$ cat config.mk
export PLATFORM = sky130hd
export DESIGN_NAME = intc_vectoring
export DESIGN_NICKNAME = d
export VERILOG_FILES = /design/src/inc/intc_pkg.sv /design/src/hdl/intc_vectoring.sv
export SDC_FILE = /design/constraint.sdc
export NUM_CORES = 1
export LEC_CHECK = 0
export ABC_CLOCK_PERIOD_IN_PS = 186300
export BUFFER_PORTS_ARGS = -buffer_cell sky130_fd_sc_hd__buf_4
export CAP_MARGIN = 20
export CORE_AREA = 5 5 249 251
export DETAILED_ROUTE_END_ITERATION = 10
export DIE_AREA = 0 0 254 256
export PLACE_DENSITY_LB_ADDON = 0.05
export SYNTH_ARGS = -nofsm -noshare
export SYNTH_HDL_FRONTEND = slang
export SYNTH_SLANG_ARGS = --single-unit
$ cat constraint.sdc
create_clock -name i_ref_clk -period 186.3 [get_ports i_ref_clk]
set_clock_uncertainty 0.2 [all_clocks]
set_input_delay 37.26 -clock i_ref_clk [delete_from_list [all_inputs] [get_ports i_ref_clk]]
set_output_delay 37.26 -clock i_ref_clk [all_outputs]
set_load 0.05 [all_outputs]
$ cat src/inc/intc_pkg.sv
`default_nettype none
package intc_pkg;
    // ==========================================================
    // vector table layout (program-memory word addresses)
    localparam logic [23:0] RESET_ADDR = 24'h000000;
    localparam logic [23:0] PRIMARY_BASE = 24'h000004;
    localparam logic [23:0] ALTERNATE_BASE = 24'h000104;
    localparam logic [6:0] USER_VEC_BASE = 7'h08;
    localparam int NUM_TRAP = 5;
    localparam int SRC_MAX = 68;
    // implemented user sources, bit n is vector n+8
    localparam logic [67:0] IMPL_MASK_DEF = 68'hE_E600_601F_FFDF_7FFF;
    // external pin source indices (vectors 8, 28, 37)
    localparam int EXT_IDX0 = 0;
    localparam int EXT_IDX1 = 20;
    localparam int EXT_IDX2 = 29;
    // trap levels, index 0 = oscillator failure .. 4 = dma error
    localparam logic [4:0][3:0] TRAP_LVL = {4'hA, 4'hB, 4'hC, 4'hD, 4'hE};
    // trap status bit position in control one, per trap index
    localparam logic [4:0][3:0] TRAP_BIT = {4'h5, 4'h4, 4'h2, 4'h3, 4'h1};
    localparam logic [3:0] HARD_TRAP_MIN = 4'hD;
    localparam logic [2:0] CPU_LVL_MAX = 3'h7;
    // ==========================================================
    // register word indices, byte address = index * 4
    localparam logic [5:0] REG_GCTL1 = 6'h00;
    localparam logic [5:0] REG_GCTL2 = 6'h01;
    localparam logic [5:0] REG_FLAG0 = 6'h02;
    localparam logic [5:0] REG_EN0 = 6'h07;
    localparam logic [5:0] REG_PRIO0 = 6'h0C;
    localparam logic [5:0] REG_PEND = 6'h1D;
    localparam int NUM_FLAG_REGS = 5;
    localparam int NUM_PRIO_REGS = 17;
    localparam int NEST_BIT = 15;
    localparam int ALT_BIT = 15;
    localparam int LVL_LSB = 8;
    // ==========================================================
    // vector handed to the cpu core
    typedef struct packed {
        logic req;
        logic [6:0] num;
        logic [3:0] level;
        logic [23:0] addr;
    } vec_out_t;
endpackage : intc_pkg
`default_nettype wire

$ cat src/hdl/intc_vectoring.sv
`timescale 1ns/1ps
`default_nettype none
// Functional notes
// - primary vector table starts at word address 0x000004.
// - table holds 126 slots: eight traps then 118 interrupt slots.
// - each slot holds a 24-bit service routine start address.
// - lower vector address outranks higher; vector zero outranks all.
// - up to 45 interrupt sources and five traps; other slots reserved.
// - alternate-table select bit 15 of control two moves all fetches.
// - alternate table slot address is primary slot address plus 0x100.
// - reset clears registers; cpu resumes at address zero, no vector.
// - traps are osc fail, address, stack, math, dma at vectors 1-5.
// - peripheral vectors start at 8; vector 8 is external pin zero.
// - each source has a flag set by hardware, cleared by software.
// - a source with enable zero is never forwarded to the cpu.
// - each user source has a writable three-bit priority field.
// - vector number and new level are latched and readable.
// - flag, enable and priority bits follow vector-table order.
// - control one holds nesting disable and traps; two holds edges, alt.
// - thirty software-visible registers in total.
// - cpu level is 3 bits plus top bit; top set or 7 blocks users.
// - each external pin has polarity: one falling edge, zero rising.
// - hard traps are levels 13-15; lower hard trap during higher conflicts.
module intc_vectoring #(
    parameter int NUM_SRC = 68,
    parameter logic [NUM_SRC-1:0] IMPL_MASK = intc_pkg::IMPL_MASK_DEF[NUM_SRC-1:0]
) (
    input wire logic i_ref_clk,
    input wire logic i_sys_rst,
    input wire logic i_psel,
    input wire logic i_penable,
    input wire logic i_pwrite,
    input wire logic [7:0] i_paddr,
    input wire logic [31:0] i_pwdata,
    output logic [31:0] o_prdata,
    output logic o_pready,
    output logic o_pslverr,
    input wire logic [NUM_SRC-1:0] i_periph_irq,
    input wire logic [2:0] i_ext_pin_irq,
    input wire logic [4:0] i_trap_evt,
    input wire logic [2:0] i_cpu_priority_level,
    input wire logic i_cpu_level_top_bit,
    output var intc_pkg::vec_out_t o_vec,
    output logic o_nesting_disable,
    output logic o_trap_conflict_flag
);
    // ==========================================================
    // elaboration check
    generate
        if (NUM_SRC < 1 || NUM_SRC > intc_pkg::SRC_MAX) begin : g_bad
            $error("NUM_SRC out of range for the register map");
        end
    endgenerate

    // ==========================================================
    // state
    logic [NUM_SRC-1:0] flags_r, flags_nxt;
    logic [NUM_SRC-1:0] en_r, en_nxt;
    logic [NUM_SRC-1:0][2:0] prio_r, prio_nxt;
    logic [4:0] trap_r, trap_nxt;
    logic nest_r, nest_nxt;
    logic alt_r, alt_nxt;
    logic [2:0] pol_r, pol_nxt;
    logic [6:0] pend_num_r, pend_num_nxt;
    logic [3:0] pend_lvl_r, pend_lvl_nxt;
    logic conflict_r, conflict_nxt;
    logic [2:0] pin_s1_r, pin_s2_r, pin_s3_r;
    intc_pkg::vec_out_t vec_r, vec_nxt;
    logic pready_r, pready_nxt;
    logic pslverr_r, pslverr_nxt;
    logic [31:0] prdata_r, prdata_nxt;
    logic [NUM_SRC-1:0] hw_set;
    logic [2:0] pin_edge;
    logic [5:0] idx;
    logic mapped, wr_en;
    logic [3:0] cpu_lvl;

    assign idx = i_paddr[7:2];
    assign mapped = (i_paddr[1:0] == 2'h0) && (idx <= intc_pkg::REG_PEND);
    assign wr_en = i_psel && i_penable && pready_r && i_pwrite && mapped;
    assign cpu_lvl = {i_cpu_level_top_bit, i_cpu_priority_level};

    // ==========================================================
    // external pins: two-stage sync then edge pick by polarity
    // third stage only holds the previous synced level for edges
    always_ff @(posedge i_ref_clk or posedge i_sys_rst) begin
        if (i_sys_rst) begin
            pin_s1_r <= 3'h0;
            pin_s2_r <= 3'h0;
            pin_s3_r <= 3'h0;
        end else begin
            pin_s1_r <= i_ext_pin_irq;
            pin_s2_r <= pin_s1_r;
            pin_s3_r <= pin_s2_r;
        end
    end

    // polarity one means falling edge
    assign pin_edge = (pol_r & pin_s3_r & ~pin_s2_r) | (~pol_r & ~pin_s3_r & pin_s2_r);

    // hardware set terms, reserved slots never set
    always_comb begin
        hw_set = i_periph_irq;
        hw_set[intc_pkg::EXT_IDX0] = i_periph_irq[intc_pkg::EXT_IDX0] | pin_edge[0];
        if (NUM_SRC > intc_pkg::EXT_IDX1) begin
            hw_set[intc_pkg::EXT_IDX1] = i_periph_irq[intc_pkg::EXT_IDX1] | pin_edge[1];
        end
        if (NUM_SRC > intc_pkg::EXT_IDX2) begin
            hw_set[intc_pkg::EXT_IDX2] = i_periph_irq[intc_pkg::EXT_IDX2] | pin_edge[2];
        end
        hw_set = hw_set & IMPL_MASK;
    end

    // ==========================================================
    // register file next values; hardware sets are or-ed last
    always_comb begin
        flags_nxt = flags_r;
        en_nxt = en_r;
        prio_nxt = prio_r;
        trap_nxt = trap_r;
        nest_nxt = nest_r;
        alt_nxt = alt_r;
        pol_nxt = pol_r;
        if (wr_en) begin
            if (idx == intc_pkg::REG_GCTL1) begin
                nest_nxt = i_pwdata[intc_pkg::NEST_BIT];
                for (int t = 0; t < intc_pkg::NUM_TRAP; t++) begin
                    trap_nxt[t] = i_pwdata[intc_pkg::TRAP_BIT[t]];
                end
            end
            if (idx == intc_pkg::REG_GCTL2) begin
                alt_nxt = i_pwdata[intc_pkg::ALT_BIT];
                pol_nxt = i_pwdata[2:0];
            end
            // source s sits in flag/enable word s/16, priority word s/4
            for (int s = 0; s < NUM_SRC; s++) begin
                if (idx == intc_pkg::REG_FLAG0 + 6'(s / 16)) begin
                    flags_nxt[s] = i_pwdata[s % 16];
                end
                if (idx == intc_pkg::REG_EN0 + 6'(s / 16)) begin
                    en_nxt[s] = i_pwdata[s % 16];
                end
                if (idx == intc_pkg::REG_PRIO0 + 6'(s / 4)) begin
                    prio_nxt[s] = i_pwdata[(s % 4) * 4 +: 3];
                end
            end
        end
        // set after write so the event is never lost
        flags_nxt = (flags_nxt | hw_set) & IMPL_MASK;
        en_nxt = en_nxt & IMPL_MASK;
        trap_nxt = trap_nxt | i_trap_evt;
    end

    // ==========================================================
    // arbitration: traps first, then users by level then vector
    logic found;
    logic [3:0] best_lvl;
    logic [6:0] best_num;
    always_comb begin
        found = 1'b0;
        best_lvl = 4'h0;
        best_num = 7'h00;
        // ascending vector order with strict compare keeps the lowest vector
        for (int t = 0; t < intc_pkg::NUM_TRAP; t++) begin
            if (trap_r[t] && intc_pkg::TRAP_LVL[t] > cpu_lvl
                && intc_pkg::TRAP_LVL[t] > best_lvl) begin
                found = 1'b1;
                best_lvl = intc_pkg::TRAP_LVL[t];
                best_num = 7'(t + 1);
            end
        end
        if (!i_cpu_level_top_bit && i_cpu_priority_level != intc_pkg::CPU_LVL_MAX) begin
            for (int s = 0; s < NUM_SRC; s++) begin
                if (flags_r[s] && en_r[s] && IMPL_MASK[s]
                    && {1'b0, prio_r[s]} > cpu_lvl && {1'b0, prio_r[s]} > best_lvl) begin
                    found = 1'b1;
                    best_lvl = {1'b0, prio_r[s]};
                    best_num = intc_pkg::USER_VEC_BASE + 7'(s);
                end
            end
        end
    end

    // slot address: table base plus two words per vector
    always_comb begin
        vec_nxt.req = found;
        vec_nxt.num = found ? best_num : 7'h00;
        vec_nxt.level = found ? best_lvl : 4'h0;
        vec_nxt.addr = intc_pkg::RESET_ADDR;
        if (found) begin
            vec_nxt.addr = (alt_r ? intc_pkg::ALTERNATE_BASE : intc_pkg::PRIMARY_BASE)
                + {16'h0000, best_num, 1'b0};
        end
        pend_num_nxt = found ? best_num : pend_num_r;
        pend_lvl_nxt = found ? best_lvl : pend_lvl_r;
    end

    // lower hard trap while a higher hard trap is in service
    always_comb begin
        conflict_nxt = conflict_r;
        for (int t = 0; t < intc_pkg::NUM_TRAP; t++) begin
            if (i_trap_evt[t] && intc_pkg::TRAP_LVL[t] >= intc_pkg::HARD_TRAP_MIN
                && cpu_lvl >= intc_pkg::HARD_TRAP_MIN && cpu_lvl > intc_pkg::TRAP_LVL[t]) begin
                conflict_nxt = 1'b1;
            end
        end
    end

    // ==========================================================
    // apb slave: one wait state, data and error land with pready
    always_comb begin
        pready_nxt = i_psel && i_penable && !pready_r;
        pslverr_nxt = pready_nxt && !mapped;
        prdata_nxt = 32'h0000_0000;
        if (pready_nxt && mapped && !i_pwrite) begin
            if (idx == intc_pkg::REG_GCTL1) begin
                prdata_nxt[intc_pkg::NEST_BIT] = nest_r;
                for (int t = 0; t < intc_pkg::NUM_TRAP; t++) begin
                    prdata_nxt[intc_pkg::TRAP_BIT[t]] = trap_r[t];
                end
            end
            if (idx == intc_pkg::REG_GCTL2) begin
                prdata_nxt[intc_pkg::ALT_BIT] = alt_r;
                prdata_nxt[2:0] = pol_r;
            end
            if (idx == intc_pkg::REG_PEND) begin
                prdata_nxt[6:0] = pend_num_r;
                prdata_nxt[intc_pkg::LVL_LSB +: 4] = pend_lvl_r;
            end
            for (int s = 0; s < NUM_SRC; s++) begin
                if (idx == intc_pkg::REG_FLAG0 + 6'(s / 16)) begin
                    prdata_nxt[s % 16] = flags_r[s];
                end
                if (idx == intc_pkg::REG_EN0 + 6'(s / 16)) begin
                    prdata_nxt[s % 16] = en_r[s];
                end
                if (idx == intc_pkg::REG_PRIO0 + 6'(s / 4)) begin
                    prdata_nxt[(s % 4) * 4 +: 3] = prio_r[s];
                end
            end
        end
    end

    // ==========================================================
    // all state registers except the pin sync stages; reset clears everything
    always_ff @(posedge i_ref_clk or posedge i_sys_rst) begin
        if (i_sys_rst) begin
            flags_r <= '0;
            en_r <= '0;
            prio_r <= '0;
            trap_r <= 5'h00;
            nest_r <= 1'b0;
            alt_r <= 1'b0;
            pol_r <= 3'h0;
            pend_num_r <= 7'h00;
            pend_lvl_r <= 4'h0;
            conflict_r <= 1'b0;
            vec_r <= '0;
            pready_r <= 1'b0;
            pslverr_r <= 1'b0;
            prdata_r <= 32'h0000_0000;
        end else begin
            flags_r <= flags_nxt;
            en_r <= en_nxt;
            prio_r <= prio_nxt;
            trap_r <= trap_nxt;
            nest_r <= nest_nxt;
            alt_r <= alt_nxt;
            pol_r <= pol_nxt;
            pend_num_r <= pend_num_nxt;
            pend_lvl_r <= pend_lvl_nxt;
            conflict_r <= conflict_nxt;
            vec_r <= vec_nxt;
            pready_r <= pready_nxt;
            pslverr_r <= pslverr_nxt;
            prdata_r <= prdata_nxt;
        end
    end

    assign o_vec = vec_r;
    assign o_pready = pready_r;
    assign o_pslverr = pslverr_r;
    assign o_prdata = prdata_r;
    assign o_nesting_disable = nest_r;
    assign o_trap_conflict_flag = conflict_r;

    // ==========================================================
    // checks
    property p_reset_vec;
        @(posedge i_ref_clk) disable iff (i_sys_rst)
        !vec_r.req |-> vec_r.addr == 24'h000000 && vec_r.num == 7'h00;
    endproperty
    a_reset_vec: assert property (p_reset_vec) else $error("idle vector not zero");
    property p_primary_addr;
        @(posedge i_ref_clk) disable iff (i_sys_rst)
        vec_r.req && !$past(alt_r) |-> vec_r.addr == 24'h000004 + {16'h0000, vec_r.num, 1'b0};
    endproperty
    a_primary_addr: assert property (p_primary_addr) else $error("primary slot address wrong");
    property p_alt_addr;
        @(posedge i_ref_clk) disable iff (i_sys_rst)
        vec_r.req && $past(alt_r) |-> vec_r.addr == 24'h000104 + {16'h0000, vec_r.num, 1'b0};
    endproperty
    a_alt_addr: assert property (p_alt_addr) else $error("alternate slot address wrong");
    property p_enable_gate;
        @(posedge i_ref_clk) disable iff (i_sys_rst)
        vec_r.req && vec_r.num >= 7'h08 |-> $past(en_r[vec_nxt.num - 7'h08]) // winner as chosen
            && $past(flags_r[vec_nxt.num - 7'h08]);
    endproperty
    a_enable_gate: assert property (p_enable_gate) else $error("disabled source forwarded");

    property p_user_above_cpu;
        @(posedge i_ref_clk) disable iff (i_sys_rst)
        vec_r.req && vec_r.num >= 7'h08 |-> !$past(i_cpu_level_top_bit)
            && vec_r.level > $past(cpu_lvl) && $past(i_cpu_priority_level) != 3'h7;
    endproperty
    a_user_above_cpu: assert property (p_user_above_cpu) else $error("user beats cpu level");

    property p_flag_sticky;
        @(posedge i_ref_clk) disable iff (i_sys_rst)
        ##1 (($past(hw_set) & ~flags_r) == '0);
    endproperty
    a_flag_sticky: assert property (p_flag_sticky) else $error("hardware set lost");

    property p_trap_vec;
        @(posedge i_ref_clk) disable iff (i_sys_rst)
        vec_r.req && vec_r.num < 7'h08 |-> vec_r.num >= 7'h01 && vec_r.num <= 7'h05
            && vec_r.level == 4'hF - {1'b0, vec_r.num[2:0]};
    endproperty
    a_trap_vec: assert property (p_trap_vec) else $error("trap vector or level wrong");

    property p_pend_latch;
        @(posedge i_ref_clk) disable iff (i_sys_rst)
        vec_r.req |-> pend_num_r == vec_r.num && pend_lvl_r == vec_r.level;
    endproperty
    a_pend_latch: assert property (p_pend_latch) else $error("pending fields not latched");
endmodule : intc_vectoring
`default_nettype wire

==> out/summary.txt, run 1 <==
CLOCK TREE
------------------------------------------------------------------------------------------------------
Number of buffers created by CTS                                                                    45
Sinks on the clock net                                                                             363
Clock Latency Late Sink                                                                         600 ps
Number of levels in the clock H-tree                                                                 2
Clock transition at the register clock pins on the worst setup and hold paths after CTS          60 ps
CTS Buffer Depth                                                                                     3
Setup bufs post-CTS                                                                                  0
Hold-fix buffers at CTS                                                                              0
TritonCTS clock tree                                                                             built
Resized Gates After CTS                                                                              0
Root cell of the clock tree                                                               sky130_fd_sc_hd__clkbuf_16

STATUS
------------------------------------------------------------------------------------------------------
Status                                                                                    complete, no violations

WORST SETUP PATH
------------------------------------------------------------------------------------------------------
Element type at the critical path start                                                      input pin
CP arrival                                                                                   115230 ps
Most prevalent standard cell on the critical path                                         sky130_fd_sc_hd__ha_1
Endpoint kind of the worst setup timing path                                                 flip-flop
Worst reg2reg startpoint                                                                  trap_r[0]$_DFF_PP0_
Maximum net fanout on the critical path                                                             34
Largest stage delay on the critical path                                                        720 ps
Cell count of the worst reg-to-reg path                                                            340
Endpoint of the most critical register-to-register path                                   o_vec[4]$_DFF_PP0_
Internal reg-to-reg setup slack                                                              107810 ps
Critical Path RT                                                                             186540 ps
Critical setup path kind                                                                     in -> reg
Critical path's slowest cell                                                              sky130_fd_sc_hd__or4_1

TIMING
------------------------------------------------------------------------------------------------------
Worst slew margin relative to its limit                                                          24.9%
Sum of negative setup slack                                                                       0 ps
RSZ-0062 raised after global routing                                                             false
Pins over their slew limit                                                                           0
Max Fclk                                                                                      8.70 MHz
Final hold violations                                                                                0
Time the worst path needs with I/O delays and setup                                          114990 ps
Slew at the pin closest to its max-slew limit                                                  1110 ps
Final number of setup-violating endpoints                                                            0
Final worst path period share                                                                    61.7%

SYNTHESIS
------------------------------------------------------------------------------------------------------
Share of synthesized area occupied by flip-flops and latches                                     34.3%
Synth async-reset ratio                                                                           100%
Number of register bits inferred by synthesis                                                      363
Syn. warnings                                                                                        0
Mean post-synth cell area                                                                     9.47 µm²
Post-synth EDFFs                                                                                     0
Number of distinct library cells after synthesis                                                   102
Post-synthesis instance total                                                                     2795
Synth Flop Type                                                                           sky130_fd_sc_hd__dfrtp_1
Synthesized area                                                                            0.0265 mm²

GLOBAL ROUTING
------------------------------------------------------------------------------------------------------
Maximum number of pins on one net before global-route repair                                       118
Via count of the first global-routing pass                                                       23600
Total gr overflow                                                                                    0
Global routing usage summed across all routing layers                                            33.1%
Number of antenna violations at the first check in global routing                                    0
Global-route wire length before repair                                                       161000 µm

PLACED DESIGN
------------------------------------------------------------------------------------------------------
Hpwl dp                                                                                       81800 µm
GPL Wtd Cong                                                                                      1.01
IO buf count                                                                                       126

FLOORPLANNING
------------------------------------------------------------------------------------------------------
Floorplan die area                                                                          0.0650 mm²
Core area                                                                                   0.0597 mm²
Starting density of the core                                                                     44.4%
I/O pin count                                                                                      197
Die X                                                                                           254 µm
DIE HEIGHT                                                                                      256 µm
Number of rows created at floorplan                                                                 90

CELLS AND AREA
------------------------------------------------------------------------------------------------------
Nets                                                                                              3279
Final Core Density                                                                               49.5%
Most common library cell in the layout ignoring fill and taps                             sky130_fd_sc_hd__dfrtp_1
Layout Area Growth over Synthesis                                                                11.6%
Layout cell share with drive strength beyond 1                                                   19.5%
Most frequent cells in the layout                                                         363 x sky130_fd_sc_hd__dfrtp_1, 280 x sky130_fd_sc_hd__nand2_1, 273 x sky130_fd_sc_hd__mux2_2
Fillers                                                                                           5668

MIN PATH
------------------------------------------------------------------------------------------------------
Startpoint of the lowest-slack hold path                                                  pin_s1_r[1]$_DFF_PP0_
Class of the worst hold path                                                                reg -> reg
Min-Delay Path Depth                                                                                 0
Endpoint with the worst hold slack                                                        pin_s2_r[1]$_DFF_PP0_

POWER AND IR DROP
------------------------------------------------------------------------------------------------------
Power Dens Cells                                                                           6.31 mW/mm²
Maximum vdd drop                                                                               6.83 µV
LEAKAGE                                                                                        14.4 nW

RUN
------------------------------------------------------------------------------------------------------
Maximum Capacitance Violations                                                                       0

ROUTE
------------------------------------------------------------------------------------------------------
First-pass iteration count of the detailed router                                                    8
First DRT Iteration DRCs                                                                          2499
Per-cell routed wire length                                                                    30.1 µm
Average vias per placed instance                                                                  6.57
Number of nets still failing antenna checks after routing                                            0
Final wirelength                                                                             111000 µm
Remaining routing DRC violations                                                                     0
Routed vias                                                                                      24300

[cell type report]
cell class | instances | area (µm²) | area share, %
Multi-Input combinational cell | 2202 | 16400 | 55.4
Sequential cell | 363 | 9080 | 30.7
Clock buffer | 63 | 1310 | 4.45
Timing Repair Buffer | 168 | 1260 | 4.27
Tap cell | 782 | 978 | 3.31
Inverter | 104 | 398 | 1.35
Clock inverter | 17 | 135 | 0.457
Antenna cell | 2 | 5.00 | 0.0169
[Yosys cell counts (all sizes together), types with 61 or more instances]
master	number	area share [%]
inv	104	1.5
dfrtp	363	34
a21oi	135	2.6
clkbuf	101	1.4
o21ai	112	2.1
ha	270	13
nand3	114	2.2
mux2	275	12
nand2	281	4.0
nand3b	74	2.1
nor2	155	2.2
a22oi	62	1.8
nor2b	61	1.4
[metal layers]
| layer | vias to the layer above | GRT usage [%] | wire [µm] |
|---|---|---|---|
| li1 | 10600 | - | - |
| met1 | 12200 | 46.4 | 47600 |
| met2 | 1219 | 50.9 | 49400 |
| met3 | 263 | 6.29 | 9390 |
| met4 | 0 | 12.7 | 5080 |
| met5 | - | 0 | 0 |
[registers in the layout (all words and copies together), names as in the netlist]
| register | flops |
|---|---|
| o_trap_conflict_flag | 1 |
| alt_r | 1 |
| trap_r | 5 |
| o_pready | 1 |
| o_prdata | 16 |
| pol_r | 3 |
| o_vec | 20 |
| pin_s1_r | 3 |
| pin_s3_r | 3 |
| pend_lvl_r | 4 |
| prio_r | 204 |
| pin_s2_r | 3 |
| en_r | 45 |
| flags_r | 45 |
| pend_num_r | 7 |
| o_nesting_disable | 1 |
| o_pslverr | 1 |
[how the worst max path moves through the flow]
stage / startpoint / endpoint / slack (ps) / depth (start not counted)
final: i_cpu_priority_level[0] / o_vec[4]$_DFF_PP0_ / 71310 / 341
after global routing: i_cpu_priority_level[0] / o_vec[4]$_DFF_PP0_ / 66190 / 344
after CTS: i_cpu_priority_level[0] / o_vec[4]$_DFF_PP0_ / 73160 / 342
after detailed placement: i_cpu_priority_level[0] / o_vec[4]$_DFF_PP0_ / 72780 / 341
after global placement: i_cpu_priority_level[0] / o_vec[4]$_DFF_PP0_ / 73800 / 341
after floorplan: i_cpu_priority_level[1] / o_vec[6]$_DFF_PP0_ / 87330 / 351
[cells by family after synthesis]
kind of cell | count (synthesis) | share of synthesized area [%]
fa+ha+maj | 270 | 12.8
flops | 363 | 34.3
xor+xnor | 2 | 0.0662
compound gates | 683 | 17.9
mux | 309 | 13.1
buf+inv | 261 | 4.41
other cells | 1 | 0.0142
simple gates | 906 | 17.5
[report_power, final]
group          switching (mW)  internal, mW  leakage [nW]  total (mW)
sequential           0.000391        0.0793          4.73      0.0797
clock                  0.0376        0.0505         0.711      0.0881
combinational          0.0134       0.00511          9.00      0.0185
[stage by stage]
stage | cell area [µm²] | setup slack [ps] | hold WS, ps | std cells | total power [mW]
floorplan | 26600 | 87330 | 131 | 2826 | 0.0919
detailed placement | 28100 | 72780 | 140 | 3619 | 0.0994
CTS | 29500 | 73160 | 159 | 3699 | 0.188
global placement | 28100 | 73800 | 137 | 3619 | 0.0990
finish | 29500 | 71310 | 154 | 3701 | 0.186
global route | 29500 | 66190 | 166 | 3699 | 0.192
[worst max-delay path: cells and delay by family]
family / cells / cell delay [ps]
buf+inv: 22 / 3250
fa+ha+maj: 46 / 13230
xor+xnor: 1 / 160
compound gates: 137 / 29230
mux: 6 / 2210
simple gates: 129 / 29620
Note: power is estimated with default switching activity, not from simulation.
==> run 2: changes to the inputs <==
ABC_CLOCK_PERIOD_IN_PS = 103900   (was 186300)
clock period = 103.9 ns   (was 186.3 ns; I/O delays follow)
==> run 2 against run 1 <==
Against the previous run:
- flip-flop and latch count unchanged
- clock-buffer cell count down 1
- wire length up 0.57%
- die area unchanged
- clock power up 90%
- utilization up 0.15 points
- non-clock buffer count unchanged
- critical path depth up 1
- via count down 0.98%
- critical endpoint unchanged
==> out/summary.txt, run 2 (synthesis gave the netlist of run 1 again) <==
CELLS AND AREA
------------------------------------------------------------------------------------------------------
Most frequent cells in the layout                                                         363 x sky130_fd_sc_hd__dfrtp_1, 280 x sky130_fd_sc_hd__nand2_1, 273 x sky130_fd_sc_hd__mux2_2
Largest registers                                                                         prio_r x204, en_r x45, flags_r x45
Multi-input gate area                                                                       0.0164 mm²   unchanged
Antenna diode count                                                                                  0   -2
Layout Area Growth over Synthesis                                                                11.9%
Layout cell share with drive strength beyond 1                                                   19.5%   +0.028 points
Nets                                                                                              3279   unchanged
Sequential cell area                                                                       0.00908 mm²   unchanged
Most common library cell in the layout ignoring fill and taps                             sky130_fd_sc_hd__dfrtp_1
Final design area excluding fillers                                                         0.0296 mm²   +0.31%
Fillers                                                                                           5702   +0.60%
Register ranked first by flip-flop count                                                        prio_r
Flip-flop count of the largest register, all copies and words added                                204   unchanged

CLOCK TREE
------------------------------------------------------------------------------------------------------
Number of buffers created by CTS                                                                    45   unchanged
TritonCTS clock tree                                                                             built
Setup bufs post-CTS                                                                                  0   unchanged
Sinks on the clock net                                                                             363   unchanged
CTS Buffer Depth                                                                                     3   unchanged
Resized Gates After CTS                                                                              0   unchanged
Clock transition at the register clock pins on the worst setup and hold paths after CTS          60 ps   about the same
Hold-fix buffers at CTS                                                                              0   unchanged
Number of levels in the clock H-tree                                                                 2   unchanged
Clock Latency Late Sink                                                                         610 ps   about the same
Root cell of the clock tree                                                               sky130_fd_sc_hd__clkbuf_16

PLACED DESIGN
------------------------------------------------------------------------------------------------------
Cell area after placement                                                                   0.0281 mm²   about the same
IO buf count                                                                                       126   unchanged
Hpwl dp                                                                                       82100 µm   +0.31%
GPL Wtd Cong                                                                                      1.00   -1.0%

FLOORPLANNING
------------------------------------------------------------------------------------------------------
DIE HEIGHT                                                                                      256 µm   unchanged
Floorplan die area                                                                          0.0650 mm²   unchanged
Die X                                                                                           254 µm   unchanged
Number of rows created at floorplan                                                                 90   unchanged
Starting density of the core                                                                     44.4%   unchanged
I/O pin count                                                                                      197   unchanged
Core area                                                                                   0.0597 mm²   unchanged

WORST SETUP PATH
------------------------------------------------------------------------------------------------------
Bufs and invs on worst path                                                                         22   unchanged
Levels on crit path                                                                                342   +0.29%
Critical path endpoint                                                                    o_vec[4]$_DFF_PP0_
Cell count of the worst reg-to-reg path                                                            340   unchanged
Internal reg-to-reg setup slack                                                               25590 ps   -82220 ps
CP arrival                                                                                    98510 ps   -16720 ps
Endpoint of the most critical register-to-register path                                   o_vec[4]$_DFF_PP0_
Critical Path RT                                                                             104150 ps   -82390 ps
Worst reg2reg startpoint                                                                  trap_r[2]$_DFF_PP0_
First element of the critical path                                                        i_cpu_priority_level[0]
Endpoint kind of the worst setup timing path                                                 flip-flop
Largest stage delay on the critical path                                                        730 ps   about the same
Maximum net fanout on the critical path                                                             34   unchanged
Critical path's slowest cell                                                              sky130_fd_sc_hd__a211oi_2
Element type at the critical path start                                                      input pin
Most prevalent standard cell on the critical path                                         sky130_fd_sc_hd__ha_1
Family of cells with the greatest summed delay on the critical path                       simple AND/OR/NAND/NOR gates
Critical setup path kind                                                                     in -> reg

POWER AND IR DROP
------------------------------------------------------------------------------------------------------
LEAKAGE                                                                                        14.5 nW   +0.35%
Power Dens Cells                                                                           11.6 mW/mm²   +84%
Maximum vdd drop                                                                               13.3 µV   +95%

TIMING
------------------------------------------------------------------------------------------------------
Final worst path period share                                                                    94.6%
Final hold violations                                                                                0   unchanged
Time the worst path needs with I/O delays and setup                                           98260 ps
Worst slew margin relative to its limit                                                          26.0%   +1.1 points
Sum of negative setup slack                                                                       0 ps   unchanged
Slew at the pin closest to its max-slew limit                                                  1100 ps   -9.47 ps
RSZ-0062 raised after global routing                                                             false
Pins over their slew limit                                                                           0   unchanged
Final number of setup-violating endpoints                                                            0   unchanged
Max Fclk                                                                                      10.2 MHz

GLOBAL ROUTING
------------------------------------------------------------------------------------------------------
Global routing usage summed across all routing layers                                            33.3%   +0.21 points
Via count of the first global-routing pass                                                       23700   +0.44%
Maximum number of pins on one net before global-route repair                                        93   -21%
Global-route wire length before repair                                                       162000 µm   +0.30%
Total gr overflow                                                                                    0   unchanged
Number of antenna violations at the first check in global routing                                    2   +2

ROUTE
------------------------------------------------------------------------------------------------------
Per-cell routed wire length                                                                    30.3 µm   +0.60%
First DRT Iteration DRCs                                                                          2537   +1.5%
First-pass iteration count of the detailed router                                                    7   -1
Average vias per placed instance                                                                  6.51   -0.95%
Routed vias                                                                                      24100   -0.98%
Remaining routing DRC violations                                                                     0   unchanged
Final wirelength                                                                             112000 µm   +0.57%
Number of nets still failing antenna checks after routing                                            0   unchanged

RUN
------------------------------------------------------------------------------------------------------
Maximum Capacitance Violations                                                                       0   unchanged

MIN PATH
------------------------------------------------------------------------------------------------------
Class of the worst hold path                                                                reg -> reg

STATUS
------------------------------------------------------------------------------------------------------
Status                                                                                    complete, no violations

==> run 2: cell count changes in the layout (fill, tap and decap cells not counted), sizes merged <==
cell	before	now
bufinv	1	4
clkinvlp	4	2
diode	2	0
clkbuf	63	62
clkinv	10	11
==> run 2: worst reg2reg max path: cells and delay by family, from the launching register on <==
family / cells / cell delay, ps
AOI/OAI and AO/OA: 138 / 29440
xor gates and xnor gates: 1 / 160
adders and majority gates: 46 / 13230
buffers and inverters: 21 / 2980
DFF: 1 / 710
muxes: 6 / 2190
and+or+nand+nor: 128 / 29290
==> run 2: power breakdown <==
group / internal (mW) / switching (mW)
Clock: 0.0989 / 0.0680
Sequential: 0.142 / 0.000717
Combinational: 0.00920 / 0.0241
Total: 0.250 / 0.0928
==> run 2: routing by layer <==
| metal | track usage, % | up-vias | routed length, µm |
|---|---|---|---|
| li1 | - | 10600 | - |
| met1 | 45.9 | 12100 | 47800 |
| met2 | 50.3 | 1103 | 48800 |
| met3 | 7.28 | 250 | 9580 |
| met4 | 14.9 | 0 | 5880 |
| met5 | 0 | - | 0 |
==> run 2: worst min-delay path by stage <==
stage	from	to	slack (ps)	cells past startpoint
floorplan	pin_s1_r[0]$_DFF_PP0_	pin_s2_r[0]$_DFF_PP0_	130	0
global placement	pin_s1_r[1]$_DFF_PP0_	pin_s2_r[1]$_DFF_PP0_	140	0
global route	pin_s1_r[1]$_DFF_PP0_	pin_s2_r[1]$_DFF_PP0_	170	0
CTS	pin_s1_r[1]$_DFF_PP0_	pin_s2_r[1]$_DFF_PP0_	150	0
finish	pin_s1_r[1]$_DFF_PP0_	pin_s2_r[1]$_DFF_PP0_	150	0
detailed placement	pin_s1_r[0]$_DFF_PP0_	pin_s2_r[0]$_DFF_PP0_	140	0
==> run 2: cell type report <==
| cell class | instances | area share [%] |
|---|---|---|
| Clock buffer | 62 | 4.46 |
| Clock inverter | 19 | 0.739 |
| Inverter | 104 | 1.34 |
| Multi-Input combinational cell | 2202 | 55.2 |
| Sequential cell | 363 | 30.6 |
| Tap cell | 782 | 3.30 |
| Timing Repair Buffer | 168 | 4.27 |
==> run 2: per-stage QoR <==
step | setup WS, ps | power, mW | instances | hold slack (ps) | utilization [%]
global placement | 7950 | 0.177 | 3618 | 138 | 47.1
global route | 136 | 0.353 | 3700 | 167 | 49.7
CTS | 7340 | 0.345 | 3700 | 155 | 49.7
floorplan | 21410 | 0.165 | 2826 | 131 | -
detailed placement | 6990 | 0.178 | 3619 | 136 | 47.1
finish | 5640 | 0.343 | 3700 | 153 | 49.7
